--- config.mk ---
export PLATFORM = sky130hd
export DESIGN_NAME = bfps_core
export DESIGN_NICKNAME = d
export VERILOG_FILES = /design/src/bfps_pkg.sv /design/src/bfps_core.sv /design/src/bfps_sync.sv
export SDC_FILE = /design/constraint.sdc
export NUM_CORES = 1
export LEC_CHECK = 0
export ABC_AREA = 1
export BUFFER_PORTS_ARGS = -buffer_cell sky130_fd_sc_hd__buf_2
export CAP_MARGIN = 20
export CELL_PAD_IN_SITES_DETAIL_PLACEMENT = 1
export CELL_PAD_IN_SITES_GLOBAL_PLACEMENT = 2
export CORE_AREA = 2 2 87 152
export DETAILED_ROUTE_END_ITERATION = 6
export DIE_AREA = 0 0 89 154
export PLACE_DENSITY = 0.95
export SLEW_MARGIN = 20
export SYNTH_ARGS = -nofsm -noshare
export SYNTH_HDL_FRONTEND = slang
export SYNTH_SLANG_ARGS = --single-unit
--- constraint.sdc ---
create_clock -name clk -period 7 [get_ports clk]
set_input_delay 2.1 -clock clk [delete_from_list [all_inputs] [get_ports clk]]
set_output_delay 2.1 -clock clk [all_outputs]
set_load 0.01 [all_outputs]
--- src/bfps_pkg.sv ---
// Package for the ballast fault and boost sequencer: modes, counts, timing.
// Assumes a 200 MHz system clock; comparator levels arrive as digital inputs.
package bfps_pkg;
  localparam int unsigned CLK_HZ          = 200_000_000;
  localparam int unsigned EVENT_LIMIT     = 100;   // Consecutive low-side cycles
  localparam int unsigned RESTART_US      = 400;   // Restart interval in us
  localparam int unsigned RESTART_CYCLES  = (CLK_HZ / 1_000_000) * RESTART_US;
  localparam int unsigned ON_TIME_W       = 16;
  localparam int unsigned SYNC_RESET      = 0;

  // Ballast section modes
  typedef enum logic [2:0] {
    BFPS_UVLO    = 3'h0,
    BFPS_PREHEAT = 3'h1,
    BFPS_IGNITE  = 3'h2,
    BFPS_RUN     = 3'h3,
    BFPS_FAULT   = 3'h4
  } bfps_mode_t;

  // Boost switch states
  typedef enum logic [1:0] {
    BFPS_B_IDLE = 2'h0,
    BFPS_B_ON   = 2'h1,
    BFPS_B_OFF  = 2'h2,
    BFPS_B_WAIT = 2'h3
  } bfps_boost_t;
endpackage

--- src/bfps_core.sv ---
// Ballast fault counter and boost switch sequencer, single clock domain.
// Assumes comparator outputs on pins and an on-time length from the analog loop.
// How it works
// RULE1: Fault exits via shutdown high-then-low to preheat
// RULE2: Non-run fault after limit consecutive overcurrent cycles
// RULE3: Overcurrent counts only during low-side on-time
// RULE4: Counter decrements on clean cycles, floors zero
// RULE5: Counter active only in preheat and ignition
// RULE6: Run mode faults on single overcurrent
// RULE7: Boost waits for discharge before turning on
// RULE8: Zero-cross rising edge starts off-time
// RULE9: Zero-cross falling edge starts on-time pulse
// RULE10: Boost disabled by fault, bus limits, undervoltage lockout
// RULE11: Watchdog pulses repeat until edge pair seen
// RULE12: High loop gain preheat/ignition, low in run
// RULE13: Bus over-voltage forces boost drive low
// RULE14: Below regulation after cut-off, watchdog pulse resumes
// RULE15: Fault latches drives low, discharges preheat node
// RULE16: Fault leaves on supply drop or shutdown high
// RULE17: Inputs synchronised; interval from clock rate
`timescale 1ns/1ps
module bfps_core
  import bfps_pkg::*;
#(
  parameter int unsigned LIMIT    = EVENT_LIMIT,
  parameter int unsigned WD_COUNT = RESTART_CYCLES
) (
  // Clock and reset
  input  wire logic                 clk,
  input  wire logic                 reset,
  // Comparator inputs (asynchronous)
  input  wire logic                 supply_ok,         // Supply above undervoltage threshold
  input  wire logic                 preheat_done,      // Preheat timer node past end of preheat
  input  wire logic                 ignition_done,     // Lamp ignited
  input  wire logic                 overcurrent_sense, // Above overcurrent_threshold
  input  wire logic                 shutdown_hi,       // Above shutdown_upper_threshold
  input  wire logic                 shutdown_lo,       // Below shutdown_lower_threshold
  input  wire logic                 zero_cross_sense,  // Zero-cross comparator with hysteresis
  input  wire logic                 bus_ov,            // Above bus_overvoltage_threshold
  input  wire logic                 bus_below_reg,     // Below bus_regulation_reference
  input  wire logic                 bus_uv,            // Bus undervoltage
  // Half-bridge timing from oscillator
  input  wire logic                 low_side_req,      // Oscillator asks low side on
  input  wire logic                 high_side_req,     // Oscillator asks high side on
  // On-time from analog loop
  input  wire logic [ON_TIME_W-1:0] on_time,
  // Outputs
  output logic                      low_side_drive,
  output logic                      high_side_drive,
  output logic                      boost_gate_drive,
  output logic                      preheat_timer_node,  // High discharges the timing node
  output logic                      loop_gain_high,
  output logic [2:0]                mode
);
  localparam int CW = $clog2(LIMIT + 1);
  localparam int WW = $clog2(WD_COUNT + 1);

  // Synchronised inputs
  logic [11:0] s;
  logic sup, phd, ignd, oc, sdh, sdl, zx, ov, breg, buv, lreq, hreq;
  bfps_sync #(.W(12)) u_sync (
    .clk      (clk),
    .reset    (reset),
    .async_in ({supply_ok, preheat_done, ignition_done, overcurrent_sense, shutdown_hi, shutdown_lo,
                zero_cross_sense, bus_ov, bus_below_reg, bus_uv, low_side_req, high_side_req}),
    .sync_out (s)
  ); // RULE17
  assign {sup, phd, ignd, oc, sdh, sdl, zx, ov, breg, buv, lreq, hreq} = s;

  // Ballast state
  bfps_mode_t     mode_ff, nxt_mode;
  logic [CW-1:0]  cnt_ff, nxt_cnt;
  logic           lreq_d_ff, nxt_lreq_d;
  logic           oc_seen_ff, nxt_oc_seen;
  logic           sd_armed_ff, nxt_sd_armed;
  logic           lo_ff, nxt_lo;
  logic           ho_ff, nxt_ho;
  logic           cph_ff, nxt_cph;
  logic           gain_ff, nxt_gain;

  // Counter saturating helpers
  function automatic logic [CW-1:0] dec_floor(input logic [CW-1:0] v);
    return (v == '0) ? v : v - 1'b1;
  endfunction

  logic lo_end;
  assign lo_end = lreq_d_ff && !lreq;

  // Mode sequencing, fault counter and half-bridge gating
  always_comb begin
    nxt_mode     = mode_ff;
    nxt_cnt      = cnt_ff;
    nxt_lreq_d   = lreq;
    nxt_oc_seen  = oc_seen_ff;
    nxt_sd_armed = sd_armed_ff;
    if (lreq && oc) begin
      nxt_oc_seen = 1'b1;                              // RULE3
    end
    if (lo_end) begin
      nxt_oc_seen = 1'b0;
    end
    unique case (mode_ff)
      BFPS_UVLO: begin
        nxt_cnt = '0;
        // After a shutdown exit the pin must also fall below the lower threshold
        if (sup && !sdh && (!sd_armed_ff || sdl)) begin
          nxt_mode     = BFPS_PREHEAT;                 // RULE1
          nxt_sd_armed = 1'b0;
        end
      end
      BFPS_PREHEAT, BFPS_IGNITE: begin
        if (lo_end) begin                              // RULE5
          if (oc_seen_ff) begin
            nxt_cnt = cnt_ff + 1'b1;
          end else begin
            nxt_cnt = dec_floor(cnt_ff);               // RULE4
          end
        end
        if (lo_end && oc_seen_ff && (cnt_ff + 1'b1 >= CW'(LIMIT))) begin
          nxt_mode = BFPS_FAULT;                       // RULE2
        end else if (mode_ff == BFPS_PREHEAT && phd) begin
          nxt_mode = BFPS_IGNITE;
        end else if (mode_ff == BFPS_IGNITE && ignd) begin
          nxt_mode = BFPS_RUN;
        end
      end
      BFPS_RUN: begin
        nxt_cnt = '0;                                  // RULE5
        if (lreq && oc) begin
          nxt_mode = BFPS_FAULT;                       // RULE6
        end
      end
      BFPS_FAULT: begin
        nxt_cnt = '0;
        // Lamp removal leaves fault through lockout; re-insertion restarts from there
        if (sdh) begin
          nxt_mode     = BFPS_UVLO;                    // RULE16
          nxt_sd_armed = 1'b1;
        end
      end
      default: nxt_mode = BFPS_UVLO;
    endcase
    // Supply loss wins over every mode; bus undervoltage wins over run mode only
    if (!sup || (mode_ff == BFPS_RUN && buv)) begin
      nxt_mode     = BFPS_UVLO;                        // RULE16
      nxt_sd_armed = 1'b0;
    end
    nxt_lo   = (nxt_mode inside {BFPS_PREHEAT, BFPS_IGNITE, BFPS_RUN}) && lreq;   // RULE15
    nxt_ho   = (nxt_mode inside {BFPS_PREHEAT, BFPS_IGNITE, BFPS_RUN}) && hreq && !lreq;
    nxt_cph  = (nxt_mode == BFPS_FAULT) || (nxt_mode == BFPS_UVLO);                // RULE15
    nxt_gain = (nxt_mode != BFPS_RUN);                                             // RULE12
  end

  always_ff @(posedge clk or posedge reset) begin
    if (reset) begin
      mode_ff     <= BFPS_UVLO;
      cnt_ff      <= '0;
      lreq_d_ff   <= 1'b0;
      oc_seen_ff  <= 1'b0;
      sd_armed_ff <= 1'b0;
      lo_ff       <= 1'b0;
      ho_ff       <= 1'b0;
      cph_ff      <= 1'b1;
      gain_ff     <= 1'b1;
    end else begin
      mode_ff     <= nxt_mode;
      cnt_ff      <= nxt_cnt;
      lreq_d_ff   <= nxt_lreq_d;
      oc_seen_ff  <= nxt_oc_seen;
      sd_armed_ff <= nxt_sd_armed;
      lo_ff       <= nxt_lo;
      ho_ff       <= nxt_ho;
      cph_ff      <= nxt_cph;
      gain_ff     <= nxt_gain;
    end
  end

  // Boost state
  bfps_boost_t           bst_ff, nxt_bst;
  logic [ON_TIME_W-1:0]  ont_ff, nxt_ont;
  logic [WW-1:0]         wd_ff, nxt_wd;
  logic                  zx_d_ff, nxt_zx_d;
  logic                  ov_lat_ff, nxt_ov_lat;
  logic                  pfc_ff, nxt_pfc;
  logic                  boost_en;
  logic                  zx_rise, zx_fall;

  assign zx_rise  = zx && !zx_d_ff;
  assign zx_fall  = !zx && zx_d_ff;
  // Boost runs only while the ballast is live and the bus is not cut off
  assign boost_en = (mode_ff inside {BFPS_PREHEAT, BFPS_IGNITE, BFPS_RUN}); // RULE10

  // Boost switch sequencing: on-time, off-time, watchdog restart
  always_comb begin
    nxt_bst    = bst_ff;
    nxt_ont    = ont_ff;
    nxt_wd     = wd_ff;
    nxt_zx_d   = zx;
    nxt_ov_lat = ov_lat_ff;
    if (ov) begin
      nxt_ov_lat = 1'b1;                               // RULE13
    end
    if (!boost_en || ov) begin
      nxt_bst = BFPS_B_IDLE;                           // RULE10
      nxt_wd  = '0;
    end else begin
      unique case (bst_ff)
        BFPS_B_IDLE: begin
          // Start via watchdog pulse; after cut-off wait for regulation level
          if (!ov_lat_ff || breg) begin
            nxt_ov_lat = 1'b0;
            nxt_bst    = BFPS_B_ON;                    // RULE14
            nxt_ont    = on_time;
          end
        end
        BFPS_B_ON: begin
          if (ont_ff <= ON_TIME_W'(1)) begin
            nxt_bst = BFPS_B_WAIT;
            nxt_wd  = '0;
          end else begin
            nxt_ont = ont_ff - 1'b1;
          end
        end
        BFPS_B_WAIT, BFPS_B_OFF: begin
          nxt_wd = wd_ff + 1'b1;
          if (zx_rise) begin
            nxt_bst = BFPS_B_OFF;                      // RULE8
          end
          if (bst_ff == BFPS_B_OFF && zx_fall) begin
            nxt_bst = BFPS_B_ON;                       // RULE9
            nxt_ont = on_time;
          end else if (wd_ff >= WW'(WD_COUNT - 1)) begin
            nxt_bst = BFPS_B_ON;                       // RULE11
            nxt_ont = on_time;
          end
        end
      endcase
    end
    nxt_pfc = (nxt_bst == BFPS_B_ON);                  // RULE7
  end

  always_ff @(posedge clk or posedge reset) begin
    if (reset) begin
      bst_ff    <= BFPS_B_IDLE;
      ont_ff    <= '0;
      wd_ff     <= '0;
      zx_d_ff   <= 1'b0;
      ov_lat_ff <= 1'b0;
      pfc_ff    <= 1'b0;
    end else begin
      bst_ff    <= nxt_bst;
      ont_ff    <= nxt_ont;
      wd_ff     <= nxt_wd;
      zx_d_ff   <= nxt_zx_d;
      ov_lat_ff <= nxt_ov_lat;
      pfc_ff    <= nxt_pfc;
    end
  end

  assign low_side_drive     = lo_ff;
  assign high_side_drive    = ho_ff;
  assign boost_gate_drive   = pfc_ff;
  assign preheat_timer_node = cph_ff;
  assign loop_gain_high     = gain_ff;
  assign mode               = mode_ff;
endmodule

--- src/bfps_sync.sv ---
// Three-stage synchroniser with agreement filter for comparator inputs.
// Assumes inputs are asynchronous levels from analog comparators.
`timescale 1ns/1ps
module bfps_sync
  import bfps_pkg::*;
#(
  parameter int W = 8
) (
  // Clock and reset
  input  wire logic         clk,
  input  wire logic         reset,
  // Levels
  input  wire logic [W-1:0] async_in,
  output logic      [W-1:0] sync_out
);
  logic [W-1:0] s1_ff;
  logic [W-1:0] s2_ff;
  logic [W-1:0] s3_ff;
  logic [W-1:0] out_ff;
  logic [W-1:0] nxt_out;

  // Accept a change only once stages two and three agree
  always_comb begin
    nxt_out = out_ff;
    for (int i = 0; i < W; i++) begin
      if (s2_ff[i] == s3_ff[i]) begin
        nxt_out[i] = s3_ff[i];
      end
    end
  end

  always_ff @(posedge clk or posedge reset) begin
    if (reset) begin
      s1_ff  <= '0;
      s2_ff  <= '0;
      s3_ff  <= '0;
      out_ff <= '0;
    end else begin
      s1_ff  <= async_in;
      s2_ff  <= s1_ff;
      s3_ff  <= s2_ff;
      out_ff <= nxt_out;
    end
  end

  assign sync_out = out_ff;
endmodule

Yosys cells after proc, flatten, opt, wreduce, memory -nomap -nowiden --
Index checks and enable logic that the tools add are counted.
Cells by class: add/sub/neg operators 4, magnitude comparators 3, eq/ne operators 33, mux-type cells 37, bitwise logic cells 1, reductions and logical operators 45
Operator list (count):
- $mux W16 | 4
- $pmux W16 S3 | 1
- $mux W17 | 2
- $pmux W17 S2 | 1
- $mux W3 | 7
- $mux W7 | 3
- $add A17 B1 Y17 const B | 1
- $ge A17 B17 Y1 const B | 1
- $le A16 B1 Y1 const B | 1
- $sub A16 B1 Y16 const B | 1
- $logic_and A1 B1 Y1 | 15
- $pmux W7 S2 | 1
- $eq A1 B1 Y1 | 12
- $eq A3 B2 Y1 const B | 4
- $mux W2 | 6
- $ne A3 B3 Y1 const B | 4
- $pmux W3 S4 | 1
- $reduce_bool A3 Y1 | 4
- $mux W1 | 9
- $logic_not A1 Y1 | 8
- $add A7 B1 Y7 const B | 1
- $ge A7 B7 Y1 const B | 1
- $logic_not A7 Y1 | 1
- $sub A7 B1 Y7 const B | 1
- 18 further kinds | 33
Storage, ports and cells: bits in registers 103, input bits 30, output and inout port bits 8, logic and storage cells 153

Depth between registers and ports, before layout --
depth after elaboration 11, mapped depth 12, gate-level depth less buffers 12

Hierarchy --
From an unflattened synthesis, not the netlist that was laid out.
Second synthesis, totals: cell total of the unflattened synthesis 585, area, all modules 4906.0 um^2
By module, submodules not included:
- bfps_core | instances 1, cells an instance 488, area an instance 3505.9 um^2, sequential area each 1378.8 um^2
- bfps_sync | instances 1, cells an instance 97, area an instance 1400.1 um^2, sequential area each 1201.2 um^2

Least setup slack after synthesis --
OpenSTA, ideal clock, no wires.
path type register to output, from register gain_ff (netlist: loop_gain_high), to output loop_gain_high, arrival 0.520 ns, required time 4.900 ns, slack 4.380 ns, stages on the path, launching flop included 1, buffers on the path 0, cell sequence dfstp_2
RTL lines:
- start: declaration | line bfps_core.sv:79 | logic gain_ff, nxt_gain;
- start signal: assignment | line bfps_core.sv:174 | gain_ff <= nxt_gain;
- end: declaration | line bfps_core.sv:52 | output logic loop_gain_high,
No word-level cell between the ends.

Worst setup path in the final report --
from register mode_ff[2] (netlist: mode[2]), to output mode[2]
RTL lines:
- start: declaration | line bfps_core.sv:71 | bfps_mode_t mode_ff, nxt_mode;
- start signal: assignment | line bfps_core.sv:166 | mode_ff <= nxt_mode;
- end: declaration | line bfps_core.sv:53 | output logic [2:0] mode
No word-level cell between the ends.

==> out/summary.txt <==
status -> finished clean
layout cells sized above 1 -> 16.3%
slowest stage delay, CP -> 500 ps
Least-Margin Pin Slew -> 890 ps
Yosys reg bits -> 103
Longest Clk Path Bufs -> 2
gr ovfl total -> 0
number of buffers and inverters on the critical path -> 1
static leakage -> 2.57 nW
die width -> 89 microns
Reg area -> 2580 sq um
drt initial violations -> 162
GRT busiest layer -> met2
PortBufs -> 37
syn nets -> 603
root buf cell -> clkbuf_16
CTS tree -> built
CORE AREA -> 12400 sq um
# diodes -> 0
crit path launch type -> register
M1 GR Usage -> 21.0%
PwrDens -> 287 nW/um^2
die extent in y -> 154 microns
cts bufs inserted -> 9
final worst path period share -> 45.0%
ys flop type -> dfrtp_1
CP max FO -> 7
Hold-fix buffers, CTS -> 0
WHS Endpoint -> u_sync.s2_ff[10]
HP Class -> reg -> reg
reg2reg start -> bst_ff[1]
Max Freq -> 317 MHz
Starting Density -> 39.6%
capturing point of the worst reg2reg path -> wd_ff[14]
initial antenna violation count -> 0
Reg2Reg Depth -> 9
number of enable flip-flop cells after synthesis -> 0
hold_sp -> u_sync.s1_ff[10]
Final Max Slew Viols -> 0
post-CTS resize count -> 0
yosys warns -> 0
Req. time, crit path -> 4900 ps
Final Hold Viols -> 0
vias in the first global route -> 4456
CTS sink cnt -> 103
layout net count -> 644
family with the most delay on the worst path -> flip-flops
fillcell total -> 1513
Worst setup EP type -> primary output
routed vias/inst -> 5.18
clk slew on worst S/H paths -> 80 ps
hold path depth -> 0
RSZ-0062 raised after global routing -> false
Area Overhead vs Synth -> 13.2%
GR Layer Usage met3 -> 2.68%
fin util -> 44.9%
wire per inst -> 15.5 microns
Tot GR Track Use -> 19.1%
total vias in the final route -> 4048
Max Cap Viol -> 0
R2R Setup Slk -> 4510 ps
Slew HR -> 40.6%
Placer Congestion -> 0.840
hold_ws -> 356 ps
asr flop ratio synth -> 100%
Peak VDD IR -> 0.181 mV
worst-path cell chain -> buf_2
die area -> 13700 sq um
Clock Latency Late Sink -> 350 ps
GRT met2 Usage -> 35.7%
maximum number of pins on one net before global-route repair -> 71
Tmin final -> 3150 ps
CTS H-tree lvls -> 3
Antenna Nets Post-Route -> 0
IO Pins -> 38
Critical Path Slowest Stage Cell -> dfrtp_1
skew final -> 8.85 ps
setup violators final -> 0
setup tns final -> 0 ps
first-pass GRT wire length -> 20.7 mm
crit path DAT -> 1050 ps
Pre-Repair DR Iteration Count -> 4
Crit Path Class -> reg -> out
HPWL after DPL -> 8.60 mm
synthesized cell area -> 4930 sq um
post-synthesis sequential area ratio -> 52.4%
Avg Inst Size Synth -> 8.69 sq um
Post-CTS Setup Bufs -> 0
drt total wl -> 12.1 mm
row count -> 54
Post-Synthesis Cells -> 567
Remaining DRCs -> 0
Yosys cell types -> 46
area of the multi-input gates -> 2040 sq um
## registers in the layout (all words and copies together) (netlist names), 2 cells and up
| name | count |
|---|---|
| u_sync.s3_ff | 12 |
| wd_ff | 17 |
| mode | 3 |
| cnt_ff | 7 |
| u_sync.s2_ff | 12 |
| u_sync.s1_ff | 12 |
| u_sync.sync_out | 12 |
| ont_ff | 16 |
| bst_ff | 2 |
## worst max path at each step
stage | from | end | slack (ps) | cells after the start
2_1_floorplan | reset | boost_gate_drive | 2200 | 1
3_3_place_gp | reset | wd_ff[3] | 3630 | 3
3_5_place_dp | reset | ont_ff[11] | 3560 | 3
4_1_cts | mode[2] | mode[2] | 3830 | 1
5_1_grt | reset | ont_ff[1] | 3760 | 3
6_report | mode[2] | mode[2] | 3850 | 1
## cells by family (layout without fill, tap and decap cells)
logic type      after synthesis  after routing  share of synthesized area, %
flops                       103            103                          52.4
xor+xnor                      3              3                         0.533
simple gates                274            274                          25.7
fa+ha+maj                    18             18                          3.96
compound gates               95             95                          11.2
buf+inv                      74            120                          6.30
## layout by cell type, fill, tap and decap left out, types with 3 or more instances in the layout
cell	synthesis	final
nor3_2	4	4
ha_1	6	6
o22ai_1	4	4
nand3_1	50	50
maj3_1	12	12
nand4_1	8	8
clkbuf_16	0	9
clkinv_8	0	3
nor2_4	3	3
nand2_1	134	134
buf_2	2	37
o211ai_1	4	4
a31oi_1	3	3
inv_1	52	51
inv_2	12	12
a21oi_1	21	21
o21ai_1	8	8
nor2_1	51	51
nor2_2	10	10
o21ai_0	42	42
dfrtp_1	101	101
nor3_1	3	3
## worst register-to-register path, stage by stage (launching register included)
cell and delay, ps:
dfrtp_1 450, inv_2 140, nand2_2 290, inv_2 360, nand2_1 90, nor2_1 160, nand4_2 230, nand2_1 460
o21ai_1 110, o21a_1 110
## per-stage QoR
step / area (sq um) / total power [W] / std cells / setup WS [ps]
final: 5580 / 0.00160 / 781 / 3850
after global routing: 5580 / 0.00170 / 781 / 3760
after CTS: 5580 / 0.00161 / 781 / 3830
after detailed placement: 5270 / 0.00110 / 765 / 3560
after global placement: 5270 / 0.00108 / 765 / 3630
after floorplan: 4930 / 0.000996 / 567 / 2200
## layout make-up
class	count	area share, %
Sequential cell	103	46.3
Timing Repair Buffer	38	3.45
Inverter	66	4.49
Clock buffer	9	4.04
Multi-Input combinational cell	390	36.5
Tap cell	168	3.77
Clock inverter	7	1.50
## synthesized netlist by cell type, types with 2 or more instances
| cell type | instances | area share (%) |
|---|---|---|
| o32ai_1 | 2 | 0.36 |
| o21ai_0 | 42 | 4.3 |
| buf_6 | 3 | 0.69 |
| nor3_1 | 3 | 0.30 |
| xor2_1 | 2 | 0.36 |
| a31oi_1 | 3 | 0.38 |
| nor2_2 | 10 | 1.3 |
| nand2_2 | 2 | 0.25 |
| nor2_1 | 51 | 3.9 |
| nand4_1 | 8 | 1.0 |
| a21oi_1 | 21 | 2.1 |
| o22ai_1 | 4 | 0.51 |
| inv_2 | 12 | 0.91 |
| inv_1 | 52 | 4.0 |
| o21bai_1 | 2 | 0.30 |
| maj3_1 | 12 | 2.4 |
| nand3_2 | 2 | 0.41 |
| nand2_1 | 134 | 10 |
| clkinv_1 | 2 | 0.15 |
| nand3_1 | 50 | 5.1 |
| nor3_2 | 4 | 0.81 |
| dfstp_2 | 2 | 1.1 |
| buf_2 | 2 | 0.20 |
| buf_4 | 2 | 0.30 |
| nor2_4 | 3 | 0.69 |
| o21ai_1 | 8 | 0.81 |
| dfrtp_1 | 101 | 51 |
| o211ai_1 | 4 | 0.61 |
| ha_1 | 6 | 1.5 |
| a21oi_2 | 2 | 0.36 |
## layer usage
layer  wire, microns  part of all wire, %  up-vias
met1            4700                   39     2029
met4             308                  2.5        0
li1                -                    -     1950
met2            6880                   57       45
met3             203                  1.7       24
met5               0                    0        -
## report_power, final
group | switching, W | internal [W]
combinational | 0.000217 | 0.000110
sequential | 0.0000899 | 0.000673
clock | 0.000256 | 0.000254
total | 0.000563 | 0.00104
Power figures use the tool's default switching activity.
